--- src/include/clk_mode_pkg.sv ---
// Package with constants and carrier types for the clock mode control block
package clk_mode_pkg;

  // ----------------------------------------------------------------
  // Division and ratio constants
  // ----------------------------------------------------------------
  localparam int unsigned RESET_DIV = 8;        // Main clock divided by eight after reset
  localparam int unsigned DIV_MID = 4;          // Divide ratio with division bit clear and choice 1 or 3
  localparam int unsigned DIV_HIGH = 2;         // Divide ratio in high-speed choice
  localparam int unsigned MIN_RATIO = 3;        // Main must exceed this many times sub
  localparam int unsigned DIV_W = 3;            // Width of the divider counter

  // ----------------------------------------------------------------
  // Mode bit reset values
  // ----------------------------------------------------------------
  localparam logic SRC_SEL_RST = 1'b0;          // Main oscillator selected at reset
  localparam logic DIV_CTL_RST = 1'b1;          // Divide-by-eight selected at reset
  localparam logic [1:0] DIV_SEL_RST = 2'h0;    // Divide choice field reset value

  // ----------------------------------------------------------------
  // Pin groups
  // ----------------------------------------------------------------
  localparam int unsigned SEG_PINS = 24;        // Segment-shared port pins
  localparam int unsigned PORT_PINS = 19;       // Other port pins
  localparam int unsigned COM_PINS = 4;         // Common outputs

  // Power state, Gray coded along run -> wait -> stop
  typedef enum logic [1:0] {
    PWR_RUN  = 2'b00,
    PWR_WAIT = 2'b01,
    PWR_STOP = 2'b11
  } pwr_state_e;

  // Mode control word from the core
  typedef struct packed {
    logic src_sel;                              // System clock source select bit
    logic div_ctl;                              // Clock division control bit
    logic [1:0] div_sel;                        // 0: /8, 1: /4, 2: /2
  } mode_ctl_s;

  // Clock output control
  typedef struct packed {
    logic en_a;                                 // Drive clock on pin a
    logic en_b;                                 // Drive clock on pin b
    logic sel_sub;                              // 1: sub oscillator, 0: main
  } clk_out_ctl_s;

endpackage

--- src/rtl/clock_mode_control.sv ---
// Reset pin states and system clock mode control
module clock_mode_control (
  input wire logic sys_clk,
  input wire logic rst,
  input wire logic main_oscillator_input,
  input wire logic sub_oscillator_input,
  input wire clk_mode_pkg::mode_ctl_s mode_ctl,
  input wire logic mode_wr,
  input wire logic stop_req,
  input wire logic wait_req,
  input wire logic wake_req,
  input wire clk_mode_pkg::clk_out_ctl_s clk_out_ctl,
  output logic sys_clk_en,
  output logic periph_clk_en,
  output logic cpu_run,
  output logic [1:0] pwr_state,
  output logic mode_src_sub,
  output logic [clk_mode_pkg::SEG_PINS-1:0] seg_pullup_en,
  output logic [clk_mode_pkg::SEG_PINS-1:0] seg_force_in,
  output logic [clk_mode_pkg::PORT_PINS-1:0] port_force_hiz,
  output logic [clk_mode_pkg::COM_PINS-1:0] lcd_common_level,
  output logic clock_out_port_pin_a,
  output logic clock_out_port_pin_a_oe,
  output logic clock_out_port_pin_b,
  output logic clock_out_port_pin_b_oe
);
  import clk_mode_pkg::*;

  // ----------------------------------------------------------------
  // Oscillator synchronisers and edge detection
  // ----------------------------------------------------------------
  logic [1:0] main_sync_r;                      // Two-stage main sync
  logic [1:0] sub_sync_r;                       // Two-stage sub sync
  logic main_prev_r;                            // Previous synced main level
  logic sub_prev_r;                             // Previous synced sub level
  logic main_tick;                              // Main rising edge
  logic sub_tick;                               // Sub rising edge

  // Sample oscillators through two flops
  always_ff @(posedge sys_clk) begin
    if (rst) begin
      main_sync_r <= 2'h0;
      sub_sync_r <= 2'h0;
      main_prev_r <= 1'b0;
      sub_prev_r <= 1'b0;
    end else begin
      main_sync_r <= {main_sync_r[0], main_oscillator_input};
      sub_sync_r <= {sub_sync_r[0], sub_oscillator_input};
      main_prev_r <= main_sync_r[1];
      sub_prev_r <= sub_sync_r[1];
    end
  end

  assign main_tick = main_sync_r[1] & ~main_prev_r;
  assign sub_tick = sub_sync_r[1] & ~sub_prev_r;

  // ----------------------------------------------------------------
  // Mode bits
  // ----------------------------------------------------------------
  mode_ctl_s mode_r;                            // Active clock mode
  pwr_state_e pwr_r;                            // Power state

  // Latch mode writes; held through stop and wait
  always_ff @(posedge sys_clk) begin
    if (rst) begin
      mode_r.src_sel <= SRC_SEL_RST;
      mode_r.div_ctl <= DIV_CTL_RST;
      mode_r.div_sel <= DIV_SEL_RST;
    end else if (mode_wr && pwr_r == PWR_RUN) begin
      // Ordering and stability left to software
      mode_r <= mode_ctl;
    end
  end

  // ----------------------------------------------------------------
  // Power state machine
  // ----------------------------------------------------------------
  // Enter stop or wait from any clock mode; mode_r kept as is
  always_ff @(posedge sys_clk) begin
    if (rst) begin
      pwr_r <= PWR_RUN;
    end else begin
      case (pwr_r)
        PWR_RUN: begin
          if (stop_req) begin
            pwr_r <= PWR_STOP;
          end else if (wait_req) begin
            pwr_r <= PWR_WAIT;
          end
        end
        PWR_WAIT: begin
          if (wake_req) begin
            pwr_r <= PWR_RUN;
          end
        end
        PWR_STOP: begin
          if (wake_req) begin
            pwr_r <= PWR_RUN;
          end
        end
        default: begin
          pwr_r <= PWR_RUN;
        end
      endcase
    end
  end

  // ----------------------------------------------------------------
  // Divider on main oscillator ticks
  // ----------------------------------------------------------------
  logic [DIV_W-1:0] div_cnt_r;                  // Main tick counter
  logic [DIV_W-1:0] div_last;                   // Terminal count for ratio
  logic main_div_tick;                          // Divided main tick

  // Ratio: /8 when division bit set or choice 0, else /4 or /2
  always_comb begin
    if (mode_r.div_ctl || mode_r.div_sel == 2'h0) begin
      div_last = DIV_W'(RESET_DIV - 1);
    end else if (mode_r.div_sel == 2'h2) begin
      div_last = DIV_W'(DIV_HIGH - 1);
    end else begin
      div_last = DIV_W'(DIV_MID - 1);
    end
  end

  // Count main edges; wrap at the terminal count
  always_ff @(posedge sys_clk) begin
    if (rst) begin
      div_cnt_r <= '0;
    end else if (main_tick) begin
      div_cnt_r <= (div_cnt_r >= div_last) ? '0 : div_cnt_r + 1'b1;
    end
  end

  assign main_div_tick = main_tick && (div_cnt_r >= div_last);

  // ----------------------------------------------------------------
  // Clock enables
  // ----------------------------------------------------------------
  logic src_tick;                               // Tick of selected source

  // Source bit chooses sub or divided main
  assign src_tick = mode_r.src_sel ? sub_tick : main_div_tick;

  always_ff @(posedge sys_clk) begin
    if (rst) begin
      sys_clk_en <= 1'b0;
      periph_clk_en <= 1'b0;
    end else begin
      // Core clock gated in wait and stop
      sys_clk_en <= src_tick && (pwr_r == PWR_RUN);
      // Timers and LCD run in wait, halt in stop
      periph_clk_en <= src_tick && (pwr_r != PWR_STOP);
    end
  end

  assign cpu_run = (pwr_r == PWR_RUN);
  assign pwr_state = pwr_r;
  assign mode_src_sub = mode_r.src_sel;

  // ----------------------------------------------------------------
  // Reset pin states
  // ----------------------------------------------------------------
  // Segment ports pulled-up inputs, others hi-Z, commons high
  always_ff @(posedge sys_clk) begin
    if (rst) begin
      seg_pullup_en <= '1;
      seg_force_in <= '1;
      port_force_hiz <= '1;
      lcd_common_level <= '1;
    end else begin
      seg_pullup_en <= '0;
      seg_force_in <= '0;
      port_force_hiz <= '0;
      lcd_common_level <= '0;
    end
  end

  // ----------------------------------------------------------------
  // Oscillation external output
  // ----------------------------------------------------------------
  logic out_clk;                                // Selected clock level

  assign out_clk = clk_out_ctl.sel_sub ? sub_sync_r[1] : main_sync_r[1];

  // Drive chosen oscillator onto the two port pins
  always_ff @(posedge sys_clk) begin
    if (rst) begin
      clock_out_port_pin_a <= 1'b0;
      clock_out_port_pin_b <= 1'b0;
      clock_out_port_pin_a_oe <= 1'b0;
      clock_out_port_pin_b_oe <= 1'b0;
    end else begin
      clock_out_port_pin_a <= clk_out_ctl.en_a & out_clk;
      clock_out_port_pin_b <= clk_out_ctl.en_b & out_clk;
      clock_out_port_pin_a_oe <= clk_out_ctl.en_a;
      clock_out_port_pin_b_oe <= clk_out_ctl.en_b;
    end
  end

  // ----------------------------------------------------------------
  // Checks
  // ----------------------------------------------------------------
  // Edge after reset seen high: all pin-state controls asserted
  a_reset_pin_state: assert property (@(posedge sys_clk)
    rst |=> (&seg_pullup_en && &seg_force_in && &port_force_hiz && &lcd_common_level))
    else $error("pin states wrong after reset");

  // Reset leaves main source, divide-by-eight and a cleared divider
  a_reset_div_eight: assert property (@(posedge sys_clk)
    rst |=> (mode_r.div_ctl && !mode_r.src_sel && div_last == 3'h7 && div_cnt_r == 3'h0))
    else $error("divide-by-eight not in force after reset");

  a_mode_kept_sleep: assert property (@(posedge sys_clk) disable iff (rst)
    (pwr_r != PWR_RUN) |=> $stable(mode_r))
    else $error("clock mode changed in stop or wait");

  a_wait_periph_runs: assert property (@(posedge sys_clk) disable iff (rst)
    (pwr_r == PWR_WAIT && src_tick) |=> (periph_clk_en && !sys_clk_en))
    else $error("peripherals not clocked in wait");

  a_src_select_sub: assert property (@(posedge sys_clk) disable iff (rst)
    (pwr_r == PWR_RUN && mode_r.src_sel && sub_tick) |=> sys_clk_en)
    else $error("sub oscillator tick not passed");

  a_clk_out_oe: assert property (@(posedge sys_clk) disable iff (rst)
    clk_out_ctl.en_a |=> clock_out_port_pin_a_oe)
    else $error("clock out pin a not driven");

endmodule

--- config.mk ---
export PLATFORM = sky130hd
export DESIGN_NAME = clock_mode_control
export DESIGN_NICKNAME = d
export VERILOG_FILES = /design/src/include/clk_mode_pkg.sv /design/src/rtl/clock_mode_control.sv
export SDC_FILE = /design/constraint.sdc
export NUM_CORES = 1
export LEC_CHECK = 0
export ABC_AREA = 1
export BUFFER_PORTS_ARGS = -buffer_cell sky130_fd_sc_hd__buf_4
export CAP_MARGIN = 25
export CORE_AREA = 2 2 60 62
export CTS_BUF_LIST = sky130_fd_sc_hd__clkbuf_4 sky130_fd_sc_hd__clkbuf_8
export CTS_CLUSTER_SIZE = 20
export DETAILED_ROUTE_END_ITERATION = 8
export DIE_AREA = 0 0 62 64
export HOLD_SLACK_MARGIN = 0.05
export PLACE_DENSITY_LB_ADDON = 0.08
export REMOVE_ABC_BUFFERS = 1
export SKIP_LAST_GASP = 1
export SYNTH_ARGS = -nofsm -noshare
export SYNTH_HDL_FRONTEND = slang
export SYNTH_SLANG_ARGS = --single-unit
--- constraint.sdc ---
create_clock -name sys_clk -period 2.4 [get_ports sys_clk]
set_clock_uncertainty 0.1 [all_clocks]
set_input_delay 0.48 -clock sys_clk [delete_from_list [all_inputs] [get_ports sys_clk]]
set_output_delay 0.48 -clock sys_clk [all_outputs]
set_load 0.02 [all_outputs]
Yosys cells after proc, flatten, opt, wreduce, memory -nomap -nowiden --
Index checks and enable logic that the tools add are counted.
Word-level totals: flip-flop bits (word level) 68, bits of input ports 15, output and inout port bits 81, logic and storage cells 53
Cells by class: $add $sub $neg 1, $lt $le $gt $ge 1, eq/ne operators 6, muxes and demuxes 12, bitwise operators 6, reduce and logical (&&, ||, !) cells 9
Operator list (count):
- two-way mux 24 bit | 1
- two-way mux 19 bit | 1
- two-way mux 2 bit | 4
- two-way mux 3 bit | 2
- AND 1 bit | 4
- == test 2 bit (second input constant) | 2
- logical AND 1 bit | 4
- zero test 2 bit | 2
- two-way mux 4 bit | 1
- case mux 2 bit (2 select lines) | 1
- adder 3 x 1 -> 3 bit (second input constant) | 1
- greater-or-equal comparator 3 bit | 1
- != test 3 bit (second input constant) | 1
- == test 2 x 1 -> 1 bit (second input constant) | 1
- two-way mux 1 bit | 2
- != test 2 x 1 -> 1 bit (second input constant) | 1
- != test 2 bit (second input constant) | 1
- inverter 1 bit | 2
- AND reduction 2 bit | 1
- OR reduction 2 bit | 1
- logical OR 1 bit | 1

Depth between registers and ports, before layout --
Gate-level depths: netlist (run 1).
depth after elaboration 7, mapped depth 8

Least setup slack after synthesis (run 1) --
OpenSTA, ideal clock, no wires.
kind reg-to-output, start register, netlist name lcd_common_level[2], end output lcd_common_level[1] in the netlist's numbering, arrival time 1.868 ns, required time 1.820 ns, path slack -0.048 ns, cell stages (with the launch flop) 2, cell sequence dfxtp_1 buf_4
RTL lines:
- end, declared | RTL line clock_mode_control.sv:21 | output logic [clk_mode_pkg::COM_PINS-1:0] lcd_common_level,

==> out/metrics.csv, run 1 <==
stage;metric;value;unit
outcome;status;completed;
timing;Worst Hold Margin;268;ps
placement;placed cell areas;1590;um^2
yosys;Synthesis Warnings;0;
clocking;CTS H-tree lvls;1;
worst_setup_path;R2R Path Start;mode_r[1]$_SDFFE_PP0P_;
yosys;Synth Register Bits;22;
placement;dpl cells;236;
worst_setup_path;CP max stage delay;480;ps
clocking;CTS tree;done;
worst_setup_path;Worst R2R Path Depth;7;
route;final wirelength;2.51;mm
layout;n_diodes;0;
placement;DPL Wire Length;2.01;mm
placement;Buffers on Ports;95;
timing;f_max;514;MHz
floorplan;Core Box Area;3280;um^2
route;Routed Antenna Nets;0;
route;Post-route DRC;0;
clocking;TritonCTS Sinks;22;
placement;Final Wtd Congestion;0.733;
layout;area growth from synthesis to layout;21.2;%
yosys;Synth Cell Area;1340;um^2
clocking;post-CTS setup buffers;0;
route;Avg WL per Cell;10.4;um
layout;Finished Cell Area;1630;um^2
route;initial drt markers;24;
timing;Slew HR;0.614;
layout;most common cell after layout, fill and taps aside;buf_4;
pwr;Leak Pwr;0.860;nW
worst_setup_path;Setup CP Type;reg -> out;
global_routing;vias in the first global route;729;
floorplan;chip width;62;um
clocking;clk root buf;clkbuf_4;
floorplan;I/O pins;96;
worst_setup_path;CP Capture Point;seg_pullup_en[19];
worst_setup_path;Worst R2R Setup Slack;920;ps
worst_setup_path;critical path launch point;lcd_common_level[2]$_DFF_P_;
yosys;Seq/Total Area, Yosys;0.328;
route;DR vias/cell;3.74;
layout;Finished Layout Cells;240;
worst_setup_path;CP Max Fanout;71;
clocking;Max clock buf depth;2;
worst_setup_path;worst path required time;1820;ps
layout;nets;213;
timing;Sum Neg Setup Slack;0;ps
timing;final max-slew violation count;0;
global_routing;initial antenna violation count;0;
floorplan;row count;21;
clocking;clk slew on worst S/H paths;120;ps
timing;Final Cycle Share;0.811;
clocking;clk_lat worst skew;300;ps
yosys;Synth Instances;165;
layout;commonest non-fill, non-tap cells in the layout;96 x buf_4, 21 x dfxtp_1, 17 x nor2_1;
clocking;CTS resizes;0;
job;max-cap violation count;0;
pwr;PD cells;562;nW/um^2
worst_setup_path;RR Endpoint;div_cnt_r[2]$_SDFFE_PP0P_;
timing;setup violators final;0;
worst_setup_path;crit path cell chain;buf_4 > buf_4;
global_routing;GR Util All Layers;0.116;
timing;Final Worst Setup Slack;453;ps
yosys;Netlist cell types;23;
pwr;Max VDD drop;469;uV
timing;final hold violation count;0;
worst_setup_path;CP max stage cell;buf_4;
floorplan;Die Span Y;64;um
route;first-pass iteration count of the detailed router;4;
timing;RSZ-0062 raised after global routing;no;
floorplan;Initial Util;0.409;
clocking;Num CTS Buffers;3;
timing;Tightest Pin Transition;580;ps
yosys;Avg Inst Size Synth;8.14;um^2
placement;dpl ws;772;ps
worst_setup_path;Setup crit start kind;flop;
global_routing;global route total overflow;0;
timing;minimum clock period after layout;1950;ps
clocking;hold_buf cts;0;
worst_setup_path;most frequent CP cell;buf_4;
route;via count;897;
worst_setup_path;WP data arrival;1370;ps
global_routing;largest net degree at the start of global routing;72;
hold_path;hold crit path type;in -> reg;
layout;share of cells above drive strength 1;0.567;
floorplan;die area;3970;um^2
worst_setup_path;crit path capture type;primary output;
global_routing;first-pass GRT wire length;3.48;mm
## metrics by stage
stage               power [mW]   util
detailed placement       0.732  0.485
CTS                      0.929  0.496
finish                   0.916  0.496
global placement         0.729  0.485
floorplan                0.579      -
global route             0.963  0.496
## cells in the mapped netlist
library cell | instances | area share
a21oi_1 | 4 | 0.015
buf_2 | 1 | 0.0037
buf_4 | 70 | 0.39
clkinv_2 | 1 | 0.0037
dfxtp_1 | 22 | 0.33
ha_1 | 3 | 0.028
inv_1 | 11 | 0.031
inv_2 | 2 | 0.0056
nand2_1 | 9 | 0.025
nand2_2 | 1 | 0.0047
nand2_4 | 1 | 0.0084
nand3_1 | 5 | 0.019
nor2_1 | 17 | 0.047
nor2_2 | 2 | 0.0093
nor2_4 | 2 | 0.017
nor3_1 | 2 | 0.0074
nor3b_1 | 2 | 0.011
o21ai_0 | 5 | 0.019
o21ai_1 | 1 | 0.0037
o31ai_1 | 1 | 0.0056
or2_1 | 1 | 0.0047
xnor2_1 | 1 | 0.0065
xor2_1 | 1 | 0.0065
## report_power, final
part           switching [mW]  total, mW  internal, mW
Clock                   0.104      0.196        0.0925
Combinational           0.182      0.313         0.130
Sequential             0.0185      0.407         0.389
## metal layers
layer  share of wire  global-route usage  vias up  wire [um]
li1                -                   -      497          -
met1            0.42               0.138      377       1060
met2            0.53               0.198       21       1330
met3           0.042              0.0425        2        104
met4          0.0072              0.0160        0         18
met5               0                   0        -          0
## worst max-delay path, delay by kind of cell (launching register included)
kind     cells  cell delay (ps)
buf+inv      2              730
flops        1              330
## sequential cells by signal, summed over array words and instances (netlist names), 2 cells and up
signal       count
div_cnt_r        3
main_sync_r      2
mode_r           3
pwr_state        2
sub_sync_r       2
## final cells by class
class / instances / area, um^2
Clock buffer: 4 / 36.3
Fill cell: 321 / 1660
Inverter: 14 / 53.8
Multi-Input combinational cell: 58 / 319
Sequential cell: 22 / 442
Tap cell: 46 / 57.6
Timing Repair Buffer: 96 / 721
## cells by family after synthesis
logic type / count (synthesis) / synth area share
XOR/XNOR: 2 / 0.0130
buffers and inverters: 85 / 0.435
AO/OA/AOI/OAI: 11 / 0.0428
AND/OR/NAND/NOR: 42 / 0.154
adder cells (fa/ha/maj): 3 / 0.0279
flip-flops: 22 / 0.328
## worst min path at each step
| stage | start | end | slack [ps] | cells past startpoint |
|---|---|---|---|---|
| 2_1_floorplan | main_sync_r[0]$_SDFF_PP0_ | main_sync_r[1]$_SDFF_PP0_ | 290 | 2 |
| 3_3_place_gp | sub_sync_r[0]$_SDFF_PP0_ | sub_sync_r[1]$_SDFF_PP0_ | 290 | 2 |
| 6_report | sub_oscillator_input | sub_sync_r[0]$_SDFF_PP0_ | 270 | 3 |
| 5_1_grt | rst | lcd_common_level[2]$_DFF_P_ | 270 | 1 |
| 3_5_place_dp | sub_sync_r[0]$_SDFF_PP0_ | sub_sync_r[1]$_SDFF_PP0_ | 290 | 2 |
| 4_1_cts | sub_oscillator_input | sub_sync_r[0]$_SDFF_PP0_ | 260 | 3 |
No activity file was read; power rests on OpenSTA's default activity.
==> inputs of run 2 (changes only) <==
clock period = 1.8 ns   (was 2.4 ns; I/O delays follow)
==> run 2 against run 1 <==
- via count unchanged
- clock power rose by 90%
- final area up 1.8%
- final cell count is the same
- register-to-register slack got worse by 520 ps
- sequential cell count stayed put
- die area did not move
- critical path depth stayed put
- clock-buffer cell count fell by 1
- sequential share of layout area decreased by 0.47 points
- core utilization increased by 0.88 points
==> out/metrics.csv, run 2 (synthesis results as in run 1) <==
stage;metric;value;unit
placement;Buffers on Ports;95;
job;max-cap violation count;0;
timing;Final Cycle Share;0.885;
floorplan;Die Span Y;64;um
floorplan;die area;3970;um^2
worst_setup_path;crit path capture type;primary output;
floorplan;Initial Util;0.409;
timing;Sum Neg Setup Slack;0;ps
worst_setup_path;Setup crit start kind;flop;
timing;Slew HR;0.832;
clocking;hold_buf cts;0;
worst_setup_path;worst path required time;1340;ps
worst_setup_path;R2R Path Start;mode_r[1]$_SDFFE_PP0P_;
floorplan;I/O pins;96;
worst_setup_path;Setup CP Type;reg -> out;
layout;post-layout util;0.505;
placement;DPL Wire Length;2.00;mm
layout;n_diodes;0;
global_routing;vias in the first global route;775;
route;Post-route DRC;0;
hold_path;Hold Path Origin;rst;
floorplan;Core Box Area;3280;um^2
placement;dpl cells;236;
layout;FF+latch area;442;um^2
clocking;Num CTS Buffers;3;
route;first-pass iteration count of the detailed router;2;
route;final wirelength;2.46;mm
worst_setup_path;WP data arrival;1130;ps
route;Routed Antenna Nets;0;
worst_setup_path;Worst R2R Path Depth;7;
clocking;clk slew on worst S/H paths;120;ps
clocking;post-CTS setup buffers;0;
placement;Final Wtd Congestion;0.750;
timing;minimum clock period after layout;1590;ps
timing;setup violators final;0;
layout;nets;213;
timing;Worst Hold Margin;135;ps
global_routing;largest net degree at the start of global routing;72;
floorplan;row count;21;
route;via count;897;
worst_setup_path;RR Endpoint;div_cnt_r[1]$_SDFFE_PP0P_;
worst_setup_path;CP max stage cell;dfxtp_2;
layout;Regs by FF count;div_cnt_r: 3 flops, mode_r: 3 flops;
global_routing;GR Util All Layers;0.116;
worst_setup_path;CP max stage delay;360;ps
route;Avg WL per Cell;10.2;um
route;DR vias/cell;3.74;
layout;Finished Layout Cells;240;
worst_setup_path;Worst R2R Setup Slack;400;ps
timing;Tightest Pin Transition;253;ps
pwr;PD cells;804;nW/um^2
clocking;CTS tree;done;
timing;final max-slew violation count;0;
worst_setup_path;crit path cell chain;buf_12 > buf_4;
layout;area growth from synthesis to layout;23.4;%
hold_path;Worst Hold End;lcd_common_level[2]$_DFF_P_;
layout;Layout fillers;322;
layout;most common cell after layout, fill and taps aside;buf_4;
clocking;clk_lat worst skew;310;ps
timing;f_max;628;MHz
hold_path;Cells on Worst Hold Path;1;
timing;RSZ-0062 raised after global routing;no;
worst_setup_path;CP Max Fanout;71;
pwr;Max VDD drop;457;uV
clocking;clk root buf;clkbuf_4;
global_routing;initial antenna violation count;0;
hold_path;hold crit path type;in -> reg;
floorplan;chip width;62;um
timing;final hold violation count;0;
layout;area of the multi-input gates;319;um^2
global_routing;global route total overflow;0;
pwr;Pwr Total;1.33;mW
clocking;CTS H-tree lvls;1;
clocking;TritonCTS Sinks;22;
layout;share of cells above drive strength 1;0.567;
route;initial drt markers;14;
global_routing;first-pass GRT wire length;3.51;mm
clocking;Max clock buf depth;2;
clocking;CTS resizes;0;
outcome;status;completed;
layout;commonest non-fill, non-tap cells in the layout;95 x buf_4, 21 x dfxtp_1, 17 x nor2_1;
pwr;Leak Pwr;0.871;nW
==> run 2: critical path: cells and delay by family (launching register included) <==
family,cells,cell delay [ps]
buf+inv,2,440
flops,1,360
==> run 2: per-layer routing <==
layer,vias up,track usage,wire length [um]
met1,375,0.127,963
met4,0,0.0239,12
met3,2,0.0405,109
li1,498,-,-
met5,-,0,0
met2,22,0.207,1370
==> run 2: through the flow <==
step,setup WS [ps],area (um^2)
after global routing,133,1660
after detailed placement,388,1610
after floorplan,-8070,813
after CTS,191,1660
final,208,1660
after global placement,455,1610
==> run 2: layout make-up <==
| cell class | instances | share of cell area |
|---|---|---|
| tap | 46 | 0.0347 |
| timing repair buffer | 96 | 0.442 |
| clock inverter | 1 | 0.0181 |
| inverter | 14 | 0.0325 |
| sequential | 22 | 0.266 |
| multi-input combinational | 58 | 0.192 |
| clock buffer | 3 | 0.0136 |
==> run 2: where the power goes <==
part / internal [mW] / switching, mW / total (mW)
combinational: 0.177 / 0.242 / 0.419
clock: 0.225 / 0.147 / 0.372
sequential: 0.518 / 0.0245 / 0.543
==> run 2: worst max path at each step <==
stage,from,to,cells after the start
floorplan,lcd_common_level[2]$_DFF_P_,lcd_common_level[0],0
global placement,mode_r[1]$_SDFFE_PP0P_,div_cnt_r[2]$_SDFFE_PP0P_,7
detailed placement,mode_r[1]$_SDFFE_PP0P_,div_cnt_r[1]$_SDFFE_PP0P_,7
CTS,lcd_common_level[2]$_DFF_P_,seg_pullup_en[22],2
global route,lcd_common_level[2]$_DFF_P_,seg_force_in[16],2
finish,lcd_common_level[2]$_DFF_P_,seg_force_in[13],2
